<file path="src/pkg/dahm_cfg.svh">
// Purpose: constants for the accumulator move and halfword product datapath
// Assumes: instruction word is 32 bits, registers are 64 bits
// Notes: definitions only
`ifndef DAHM_CFG_SVH
`define DAHM_CFG_SVH

// ****************************************
// instruction fields
// ****************************************
`define DAHM_GRP_HI 31
`define DAHM_GRP_LO 26
`define DAHM_ZERO_HI 20
`define DAHM_ZERO_LO 13
`define DAHM_SEL_HI 12
`define DAHM_SEL_LO 11
`define DAHM_SUB_HI 10
`define DAHM_SUB_LO 6
`define DAHM_FN_HI 5
`define DAHM_FN_LO 0
`define DAHM_DST_HI 15
`define DAHM_DST_LO 11
`define DAHM_GRP_BASE 6'h00
`define DAHM_GRP_THREE 6'h1f
`define DAHM_FN_UPPER 6'h11
`define DAHM_FN_BOTTOM 6'h13
`define DAHM_FN_SHIFT 6'h38
`define DAHM_FN_PROD 6'h18
`define DAHM_SUB_SHIFT 5'h1f
`define DAHM_SUB_PROD 5'h0c
`define DAHM_SUB_PROD_SAT 5'h0e
`define DAHM_ZERO_FIELD 8'h00
`define DAHM_ZERO_SUB 5'h00

// ****************************************
// accumulator and control layout
// ****************************************
`define DAHM_ACC_COUNT 4
`define DAHM_UPPER_HI 127
`define DAHM_UPPER_LO 64
`define DAHM_BOTTOM_HI 63
`define DAHM_BOTTOM_LO 0
`define DAHM_LEGACY_SEL 2'h0
`define DAHM_POS_HI 6
`define DAHM_POS_LO 0
`define DAHM_POS_STEP 7'h20
`define DAHM_OUFLAG_BIT 21
`define DAHM_SAT_POS 16'h7fff
`define DAHM_SAT_NEG 16'h8000
`define DAHM_ACC_RESET 128'h0
`define DAHM_CTL_RESET 32'h0
`define DAHM_WORD_RESET 64'h0

`endif

</file>
<file path="src/pkg/dahm_pkg.sv">
// Purpose: types for the accumulator move and halfword product datapath
// Assumes: constants come from dahm_cfg.svh
// Notes: nothing here is imported; users write dahm_pkg::name
`default_nettype none
package dahm_pkg;

  // ****************************************
  // decoded operations
  // ****************************************
  typedef enum logic [2:0] {
    OP_NONE,
    OP_UPPER,
    OP_BOTTOM,
    OP_SHIFT,
    OP_PROD,
    OP_PROD_SAT,
    OP_RSVD
  } dahm_op_t;

  // ****************************************
  // carriers
  // ****************************************
  typedef struct packed {
    logic [31:0] instr;
    logic [63:0] operand_a;
    logic [63:0] operand_b;
  } dahm_issue_t;

  typedef struct packed {
    logic valid;
    logic exc_reserved;
    logic exc_dsp_off;
    logic [4:0] dest;
    logic [63:0] data;
  } dahm_result_t;

endpackage : dahm_pkg
`default_nettype wire

</file>
<file path="src/rtl/dahm_core.sv">
// Purpose: accumulator moves, shift-in and paired halfword products
// Assumes: issue is synchronous to CLK; the core writes back RES.data to RES.dest
// Notes: one instruction per cycle, result one cycle after acceptance
//
// Summary of operation
// - copy_gpr_upper (function 010001) writes all 64 source bits to the upper half.
// - the upper half of an accumulator is bits 64 to 127 of its storage.
// - copy_gpr_bottom (function 010011) writes all 64 source bits to bits 0 to 63.
// - the two-bit select picks one of four accumulators, number 0 being the legacy pair.
// - reading either half of accumulator 0 while a multiply or divide is pending stalls.
// - shift_in_word is group 011111, sub 11111, function 111000 on the selected accumulator.
// - shift-in moves the sign-extended old bottom word up and the sign-extended source down.
// - shift-in adds 32 to the seven-bit position field in control bits 6..0.
// - paired products are group 011111 function 011000, sub 01100 wrapping, 01110 saturating.
// - each signed lane product is 32 bits and the wrapping form keeps its low 16 bits.
// - the saturating form clamps lanes to 0x7fff or 0x8000.
// - a saturating lane overflow sets control bit 21.
// - paired products leave accumulators 1 to 3 unchanged.
// - only reserved-instruction and dsp-disabled exceptions are raised.
`include "dahm_cfg.svh"
`timescale 1ns/1ns
`default_nettype none

module dahm_core (
  input wire logic CLK,
  input wire logic SRST,
  input wire logic ISSUE_VALID,
  input wire dahm_pkg::dahm_issue_t ISSUE,
  output logic ISSUE_READY,
  input wire logic DSP_ENABLE,
  input wire logic MDU_BUSY,
  input wire logic MDU_WR_VALID,
  input wire logic [127:0] MDU_WR_DATA,
  input wire logic RD_VALID,
  input wire logic [1:0] RD_SEL,
  input wire logic RD_UPPER,
  output logic RD_READY,
  output logic [63:0] RD_DATA,
  input wire logic CTL_WR,
  input wire logic [31:0] CTL_WDATA,
  output logic [31:0] CTL,
  output dahm_pkg::dahm_result_t RES
);

  // ****************************************
  // decode
  // ****************************************
  function automatic dahm_pkg::dahm_op_t decode_op(input logic [31:0] ins);
    logic [5:0] grp;
    logic [5:0] fn;
    logic [4:0] sub;
    logic [7:0] zf;
    grp = ins[`DAHM_GRP_HI:`DAHM_GRP_LO];
    fn = ins[`DAHM_FN_HI:`DAHM_FN_LO];
    sub = ins[`DAHM_SUB_HI:`DAHM_SUB_LO];
    zf = ins[`DAHM_ZERO_HI:`DAHM_ZERO_LO];
    // copy ops insist on zero filler fields; any other pattern is reserved
    decode_op = dahm_pkg::OP_RSVD;
    if (grp == `DAHM_GRP_BASE && zf == `DAHM_ZERO_FIELD && sub == `DAHM_ZERO_SUB) begin
      if (fn == `DAHM_FN_UPPER) begin
        decode_op = dahm_pkg::OP_UPPER;
      end else if (fn == `DAHM_FN_BOTTOM) begin
        decode_op = dahm_pkg::OP_BOTTOM;
      end
    end else if (grp == `DAHM_GRP_THREE) begin
      if (fn == `DAHM_FN_SHIFT && sub == `DAHM_SUB_SHIFT && zf == `DAHM_ZERO_FIELD) begin
        decode_op = dahm_pkg::OP_SHIFT;
      end else if (fn == `DAHM_FN_PROD && sub == `DAHM_SUB_PROD) begin
        decode_op = dahm_pkg::OP_PROD;
      end else if (fn == `DAHM_FN_PROD && sub == `DAHM_SUB_PROD_SAT) begin
        decode_op = dahm_pkg::OP_PROD_SAT;
      end
    end
  endfunction : decode_op

  // ****************************************
  // state
  // ****************************************
  // index 0 doubles as the legacy multiply result pair
  logic [127:0] acc [`DAHM_ACC_COUNT];
  logic [127:0] next_acc [`DAHM_ACC_COUNT];
  logic [31:0] next_ctl;
  dahm_pkg::dahm_result_t next_res;
  logic [63:0] next_rd_data;
  dahm_pkg::dahm_op_t op;
  logic [1:0] sel;
  logic accept;
  logic dsp_op;
  logic [31:0] lane_res;
  logic [1:0] lane_ovf;

  assign op = decode_op(ISSUE.instr);
  assign sel = ISSUE.instr[`DAHM_SEL_HI:`DAHM_SEL_LO];

  // shift-in reads the old bottom word, so it waits on a pending legacy result too
  assign ISSUE_READY = !(op == dahm_pkg::OP_SHIFT && sel == `DAHM_LEGACY_SEL && MDU_BUSY);
  assign RD_READY = !(RD_SEL == `DAHM_LEGACY_SEL && MDU_BUSY);
  assign accept = ISSUE_VALID && ISSUE_READY;

  // legacy-pair moves stay legal with the dsp unit switched off
  assign dsp_op = (op == dahm_pkg::OP_SHIFT) || (op == dahm_pkg::OP_PROD) ||
                  (op == dahm_pkg::OP_PROD_SAT) ||
                  ((op == dahm_pkg::OP_UPPER || op == dahm_pkg::OP_BOTTOM) &&
                   sel != `DAHM_LEGACY_SEL);

  // ****************************************
  // paired halfword lanes
  // ****************************************
  // lane 0 is bits 15..0, lane 1 bits 31..16
  genvar g;
  generate
    for (g = 0; g < 2; g++) begin : gen_lane
      logic signed [31:0] prod;
      logic ovf;
      logic [15:0] lane;
      assign prod = $signed(ISSUE.operand_a[16*g +: 16]) *
                    $signed(ISSUE.operand_b[16*g +: 16]);
      // fits in 16 signed bits only when bits 31..15 all agree
      assign ovf = !((&prod[31:15]) || !(|prod[31:15]));
      assign lane_ovf[g] = ovf;
      always_comb begin
        if (op == dahm_pkg::OP_PROD_SAT && ovf) begin
          lane = prod[31] ? `DAHM_SAT_NEG : `DAHM_SAT_POS;
        end else begin
          lane = prod[15:0];
        end
      end
      assign lane_res[16*g +: 16] = lane;
    end
  endgenerate

  // ****************************************
  // next values
  // ****************************************
  always_comb begin
    for (int i = 0; i < `DAHM_ACC_COUNT; i++) begin
      next_acc[i] = acc[i];
    end
    next_ctl = CTL;
    next_res = '0;
    next_rd_data = RD_DATA;
    // a multiply result lands in the legacy pair, but a copy or shift-in accepted in the same cycle on accumulator 0 writes over the bits it targets
    if (MDU_WR_VALID) begin
      next_acc[`DAHM_LEGACY_SEL] = MDU_WR_DATA;
    end
    // software write first, hardware updates below take precedence
    if (CTL_WR) begin
      next_ctl = CTL_WDATA;
    end
    // read data holds between reads, so the core may take it late
    if (RD_VALID && RD_READY) begin
      next_rd_data = RD_UPPER ? acc[RD_SEL][`DAHM_UPPER_HI:`DAHM_UPPER_LO]
                              : acc[RD_SEL][`DAHM_BOTTOM_HI:`DAHM_BOTTOM_LO];
    end
    if (accept) begin
      next_res.valid = 1'b1;
      // only products name a register; the rest aim at register zero, which ignores writes
      // an exception leaves every register as it was
      if (op == dahm_pkg::OP_RSVD) begin
        next_res.exc_reserved = 1'b1;
      end else if (dsp_op && !DSP_ENABLE) begin
        next_res.exc_dsp_off = 1'b1;
      end else begin
        case (op)
          dahm_pkg::OP_UPPER: begin
            next_acc[sel][`DAHM_UPPER_HI:`DAHM_UPPER_LO] = ISSUE.operand_a;
          end
          dahm_pkg::OP_BOTTOM: begin
            next_acc[sel][`DAHM_BOTTOM_HI:`DAHM_BOTTOM_LO] = ISSUE.operand_a;
          end
          dahm_pkg::OP_SHIFT: begin
            next_acc[sel] = {{32{acc[sel][31]}}, acc[sel][31:0],
                             {32{ISSUE.operand_a[31]}}, ISSUE.operand_a[31:0]};
            // a start of 96 or more simply wraps in seven bits
            next_ctl[`DAHM_POS_HI:`DAHM_POS_LO] =
              next_ctl[`DAHM_POS_HI:`DAHM_POS_LO] + `DAHM_POS_STEP;
          end
          dahm_pkg::OP_PROD, dahm_pkg::OP_PROD_SAT: begin
            // accumulators are untouched; the legacy pair is kept too
            next_res.dest = ISSUE.instr[`DAHM_DST_HI:`DAHM_DST_LO];
            next_res.data = {{32{lane_res[31]}}, lane_res};
            // sticky: only a control write or reset clears the flag
            if (op == dahm_pkg::OP_PROD_SAT && (|lane_ovf)) begin
              next_ctl[`DAHM_OUFLAG_BIT] = 1'b1;
            end
          end
          default: begin
            next_res.exc_reserved = 1'b1;
          end
        endcase
      end
    end
  end

  // ****************************************
  // registers
  // ****************************************
  // reset clears all accumulators, the control word and both outputs
  always_ff @(posedge CLK) begin
    if (SRST) begin
      for (int i = 0; i < `DAHM_ACC_COUNT; i++) begin
        acc[i] <= `DAHM_ACC_RESET;
      end
      CTL <= `DAHM_CTL_RESET;
      RES <= '0;
      RD_DATA <= `DAHM_WORD_RESET;
    end else begin
      for (int i = 0; i < `DAHM_ACC_COUNT; i++) begin
        acc[i] <= next_acc[i];
      end
      CTL <= next_ctl;
      RES <= next_res;
      RD_DATA <= next_rd_data;
    end
  end

endmodule : dahm_core
`default_nettype wire

</file>
<file path="config.mk">
export PLATFORM = sky130hd
export DESIGN_NAME = dahm_core
export DESIGN_NICKNAME = d
export VERILOG_FILES = /design/src/pkg/dahm_pkg.sv /design/src/rtl/dahm_core.sv
export VERILOG_INCLUDE_DIRS = /design/src /design/src/pkg
export SDC_FILE = /design/constraint.sdc
export NUM_CORES = 2
export LEC_CHECK = 0
export ABC_CLOCK_PERIOD_IN_PS = 8800
export BUFFER_PORTS_ARGS = -buffer_cell sky130_fd_sc_hd__buf_2
export CORE_UTILIZATION = 35
export DETAILED_ROUTE_END_ITERATION = 12
export PLACE_DENSITY = 0.49
export SETUP_SLACK_MARGIN = 0.15
export SLEW_MARGIN = 5
export SYNTH_ARGS = -nofsm -noshare
export SYNTH_HDL_FRONTEND = slang
export SYNTH_SLANG_ARGS = --single-unit
</file>
<file path="constraint.sdc">
create_clock -name CLK -period 8.8 [get_ports CLK]
set_clock_uncertainty 0.1 [all_clocks]
set_input_delay 0.44 -clock CLK [delete_from_list [all_inputs] [get_ports CLK]]
set_output_delay 0.44 -clock CLK [all_outputs]
set_load 0.05 [all_outputs]
</file>
Word level (Yosys, flattened, before mapping):

Memory sizes are Yosys's and may differ from the RTL's.
Cells that the tools add are included.

* flip-flop bits (word level): 136
* memories: 1
* output and inout port bits: 170
* bits in latches: 0
* word-level logic and storage cells: 132
* RAM bits: 512
* memory bits (read-only): 0
* input bits: 331

* $add $sub $neg: 1
* bitwise gates (word level): 7
* $lt $le $gt $ge: 2
* shifts and indexed selects: 0
* multiply operators: 2
* divide/modulo/power cells: 0
* equality and inequality tests: 14
* reduce and logical (&&, ||, !) cells: 46
* mux-type cells: 51

Memories
* acc: words 4, bits a word 128, rd ports 6, clocked after Yosys merged registers in 0, write ports 4, line dahm_core.sv:80 `` logic [127:0] acc [`DAHM_ACC_COUNT]; ``

Operators by type and width (count)
* $bwmux W512: 3
* $mux W512: 3
* $pmux W512 S3: 1
* $mux W128: 7
* $demux W128 S2: 3
* $mux W69: 2
* $mux W64: 2
* $mux W72: 1
* $mux W70: 1
* $mul A16 B16 Y32: 2
* $mux W16: 4
* $reduce_and A17 Y1: 2
* $reduce_or A17 Y1: 2
* $mux W7: 4
* $eq A6 B5 Y1 const B: 4
* $mux W22: 1
* $logic_and A1 B1 Y1: 17
* $mux W3: 5
* $mux W1: 12
* $eq A5 B4 Y1 const B: 2
* $reduce_or A5 Y1: 2
* $eq A3 B3 Y1 const B: 3
* $logic_not A8 Y1: 1
* $add A7 B6 Y7 const B: 1
* 18 further kinds: 38

Depth between registers and ports, before layout:

* word-level depth: 16
* depth in mapped cells: 30
* gate-level depth less buffers: 26

Worst setup path after synthesis:

No wires, ideal clock.

* path type: in2reg
* start point: input port ISSUE[95] in the netlist's numbering
* end point: register RES[26] in the netlist's numbering
* setup slack: 1526 ps
* buffers on the path: 4
* stages: 27
* library setup time: 132 ps
* data arrival time: 7041 ps
* required time: 8568 ps
* cells stage by stage: clkbuf_1 clkbuf_1 nand2_1 inv_1 fa_1 inv_1 fa_1 inv_1 fa_1 fa_1 fa_1 inv_1 fa_1 inv_1 ha_1 clkbuf_1 nand2_1 o21ai_0 a21oi_1 a41oi_1 xnor2_1 o2111ai_1 or4b_1 nor3b_1 a211o_1 buf_2 a21oi_1

* cells in the longest elaborated chain, start to end: 7
* elaborated cells on any way between the ends: 9
* classes of those cells: 1 x mul; 2 x mux; 6 x reduce/logical

Ends and longest elaborated chain
* start, declared: line dahm_core.sv:28 `input wire dahm_pkg::dahm_issue_t ISSUE,`
* $mul A16 B16 Y32 (*): line dahm_core.sv:116 `assign prod = $signed(ISSUE.operand_a[16*g +: 16]) *`
* $reduce_or A17 Y1: line dahm_core.sv:119 `assign ovf = !((&prod[31:15]) || !(|prod[31:15]));`
* $logic_not A1 Y1: line dahm_core.sv:119
* $logic_or A1 B1 Y1: line dahm_core.sv:119
* $logic_not A1 Y1: line dahm_core.sv:119
* $logic_and A1 B1 Y1: line dahm_core.sv:122 `if (op == dahm_pkg::OP_PROD_SAT && ovf) begin`
* $mux W16 (*): line dahm_core.sv:122
* end signal, assigned: line dahm_core.sv:212 `RES <= next_res;`
* end, declared: line dahm_core.sv:42 `output dahm_pkg::dahm_result_t RES`

Every way passes the cells marked *; elsewhere a longest branch is shown, timed or not.
A chain may end at the register's enable or synchronous reset.

Worst setup path in the final report:

* start point: input port ISSUE[1] in the netlist's numbering
* end point: register RES[12] in the netlist's numbering

The elaborated chain is that of the path after synthesis.

==> results.toml <==
[grt]
grt_overflow = 0
grt_start_max_net_pins = 188
groute.layer.met3.usage_pct = 3.05
grt_util_met2_pct = 40.5
wire_length_of_the_first_global_routing_pass_um = 286000
track_usage_pct = 24.3
met1_usage_pct = 32.3
initial_antenna_violation_count = 12
globalRoute.busiestLayer = "met2"
via_count_of_the_first_global_routing_pass = 46100

[placed_design]
place_hpwl_um = 123000
place_area_um2 = 56400
place.port_buffers = 463
gp_congestion = 0.870

[yosys]
syn_avg_cell_area_um2 = 8.41
area_share_of_the_largest_cell_type_after_synthesis_pct = 24.5
synth_area_leaders = "sky130_fd_sc_hd__dfxtp_1 (25%), sky130_fd_sc_hd__fa_1 (20%), sky130_fd_sc_hd__nand2_1 (7.1%), sky130_fd_sc_hd__a21oi_1 (6.8%), sky130_fd_sc_hd__mux4_2 (5.5%)"
synthDominantAreaCellType = "sky130_fd_sc_hd__dfxtp_1"
syn_nets = 7305
ys_warn_count = 0
ys.flop_type = "sky130_fd_sc_hd__dfxtp_1"
postSynthRegisterBits = 648
netlist_area_um2 = 52900
synth_cell_type_count = 85
synth_edf_count = 0
netlist_instances = 6286
sequential_fraction_of_the_synthesis_area_pct = 24.5
async_reset_ff_share_pct = 0

[detailed_routing]
route.final.wire_length_um = 188000
routed_via_density = 5.41
final_antenna_net_count = 0
route.vias.total = 46200
drtIter0Drc = 3306
drc = 0
drt_pre_antenna_iters = 6
detail_route.wl_per_cell_um = 22.0

[cts]
ctsRootBufferMaster = "sky130_fd_sc_hd__clkbuf_16"
tritoncts = "done"
ctsHtreeMaxLevel = 3
tritoncts_sink_count = 648
cts-root-to-sink-buffers = 3
tritoncts.num_buffers = 81
clk-insertion-delay-late_ps = 700
clkTransAtPathRegs_ps = 60
cts_hold_buffers = 70
cts_resized = 0
cts_post_setup_buffers_inserted = 0

[power_and_ir_drop]
power.static_leakage_nw = 24.7
peakVddDrop_mv = 1.42
cellPowerDensity_nw_per_um2 = 412

[critical_path]
startpoint = "ISSUE[1]"
critPathRequiredTime_ps = 9350
slowest_delay_ps = 770
cp_data_arrival_time_ps = 8220
cp-start-kind = "input pin"
crit_slowest_cell = "sky130_fd_sc_hd__fa_1"
worst_setup_path_end_kind = "flip-flop"
reg2reg_from = "acc[0][31]"
worst_path_most_repeated_cell = "sky130_fd_sc_hd__fa_1"
type_of_the_setup_path_with_the_least_slack = "input pin to flip-flop"
critPathMaxFanout = 16

[timing]
finalHoldViolations = 0
unrepaired_setup_endpoints_after_global_routing = "no"
maxSlewViolCount = 0
timing.final.crit_period_ps = 7680
slew_headroom_pct = 17.9
timing.fmax_ghz = 0.130
tightest_slew_ps = 1230
final.setup.tns_ps = 0
fraction_of_the_cycle_the_final_worst_path_needs_pct = 87.3
number_of_failing_setup_endpoints_in_the_final_timing_report = 0

[final_layout]
nets = 7469
total_non_filler_cell_area_in_the_finished_layout_um2 = 59900
synthToLayoutAreaGrowth_pct = 13.4
final_layout_size_suffix_gt1_share_pct = 13.7
postLayoutCoreUtil_pct = 40.0

[die]
dieHeight_um = 391
core.rowCount = 142
initial_utilization_pct = 35.3
fp.dieW_um = 391
top_level_ports = 501
die_area_um2 = 153000
core_area_um2 = 150000

[outcome]
run_status = "finished clean"

[hold_path]
min-delay-path-class = "input pin to flip-flop"
worst_hold_startpoint = "MDU_WR_DATA[17]"

[run]
cap_viol_max_count = 0
[state kept, by name, summed over array words and instances (netlist names)]
signal / cells
RD_DATA: 64
RES: 40
CTL: 32
acc: 512
[cell type report]
class,instances,area [um^2]
diodes,6,15.0
clock buffers,126,2430
clock inverters,24,417
fillers,15300,90000
inverters,554,2080
multi-input cells,4561,35900
flip-flops and latches,648,13000
well taps,2016,2520
repair buffers,604,3610
[cell usage in the layout (no fill, tap or decap), types with 195 or more instances in the layout]
| cell type | Yosys | routed |
|---|---|---|
| sky130_fd_sc_hd__a21oi_1 | 720 | 720 |
| sky130_fd_sc_hd__dfxtp_1 | 648 | 648 |
| sky130_fd_sc_hd__buf_2 | 39 | 458 |
| sky130_fd_sc_hd__mux2i_1 | 195 | 195 |
| sky130_fd_sc_hd__nand2_1 | 997 | 991 |
| sky130_fd_sc_hd__o21ai_0 | 459 | 458 |
| sky130_fd_sc_hd__inv_1 | 554 | 554 |
| sky130_fd_sc_hd__and2_1 | 277 | 273 |
| sky130_fd_sc_hd__fa_1 | 524 | 524 |
| sky130_fd_sc_hd__nor2_1 | 406 | 390 |
[power by group]
part           leakage (nW)  internal (mW)  switching [mW]
sequential             5.26           3.00          0.0442
clock                  1.38           2.07            1.51
combinational          18.0           7.16            10.9
[worst max-delay path, delay by kind of cell]
kind                     cells  cell delay, ps
AND/OR/NAND/NOR              5            1280
AO/OA/AOI/OAI                7            1990
adder cells (fa/ha/maj)      7            3700
buffers and inverters        6             780
[logic make-up after synthesis]
logic type / after synthesis / share of synthesized area, %
AO/OA/AOI/OAI: 1622 / 17.7
XOR/XNOR: 67 / 1.11
adder cells (fa/ha/maj): 688 / 23.7
buffers and inverters: 1077 / 8.02
flip-flops: 648 / 24.5
multiplexers: 357 / 9.87
AND/OR/NAND/NOR: 1827 / 15.1
[worst paths after layout]
| check | to | cells past startpoint | slack [ps] |
|---|---|---|---|
| worst max-delay path | RES[12] | 25 | 1120 |
| worst min-delay path | acc[0][17] | 3 | 40 |
| worst max register to register | acc[0][95] | 6 | 6570 |
| worst min register to register | acc[1][121] | 2 | 350 |
[layer usage]
metal	wire length [um]	part of all wire (%)
met1	82200	44
met2	89400	48
met3	9720	5.2
met4	6660	3.5
met5	45	0.024
[stage by stage]
stage / hold WS, ps / power, mW / setup WS [ps] / cells
5_1_grt: 14.7 / 26.9 / 863 / 8536
6_report: 44.5 / 24.7 / 1120 / 8539
3_5_place_dp: 343 / 20.9 / 520 / 8313
2_1_floorplan: 329 / 16.9 / 1530 / 6286
3_3_place_gp: 338 / 20.9 / 624 / 8313
4_1_cts: 0.369 / 24.6 / 1260 / 8533
[synth_stat cells (31+ instances only)]
library cell                 n
sky130_fd_sc_hd__a21oi_1   720
sky130_fd_sc_hd__nand2_1   997
sky130_fd_sc_hd__buf_1      41
sky130_fd_sc_hd__o22ai_1    31
sky130_fd_sc_hd__a221o_1    32
sky130_fd_sc_hd__clkbuf_1  406
sky130_fd_sc_hd__inv_1     554
sky130_fd_sc_hd__and2_1    277
sky130_fd_sc_hd__ha_1      164
sky130_fd_sc_hd__nor2_1    406
sky130_fd_sc_hd__xnor2_1    48
sky130_fd_sc_hd__mux4_2    128
sky130_fd_sc_hd__buf_4      33
sky130_fd_sc_hd__a22oi_1    86
sky130_fd_sc_hd__a21o_1     33
sky130_fd_sc_hd__dfxtp_1   648
sky130_fd_sc_hd__o21ai_0   459
sky130_fd_sc_hd__mux2i_1   195
sky130_fd_sc_hd__fa_1      524
sky130_fd_sc_hd__o21a_1     46
sky130_fd_sc_hd__a211oi_1  103
sky130_fd_sc_hd__mux2_2     34
sky130_fd_sc_hd__buf_2      39
Note: power is estimated with default switching activity, not from simulation.
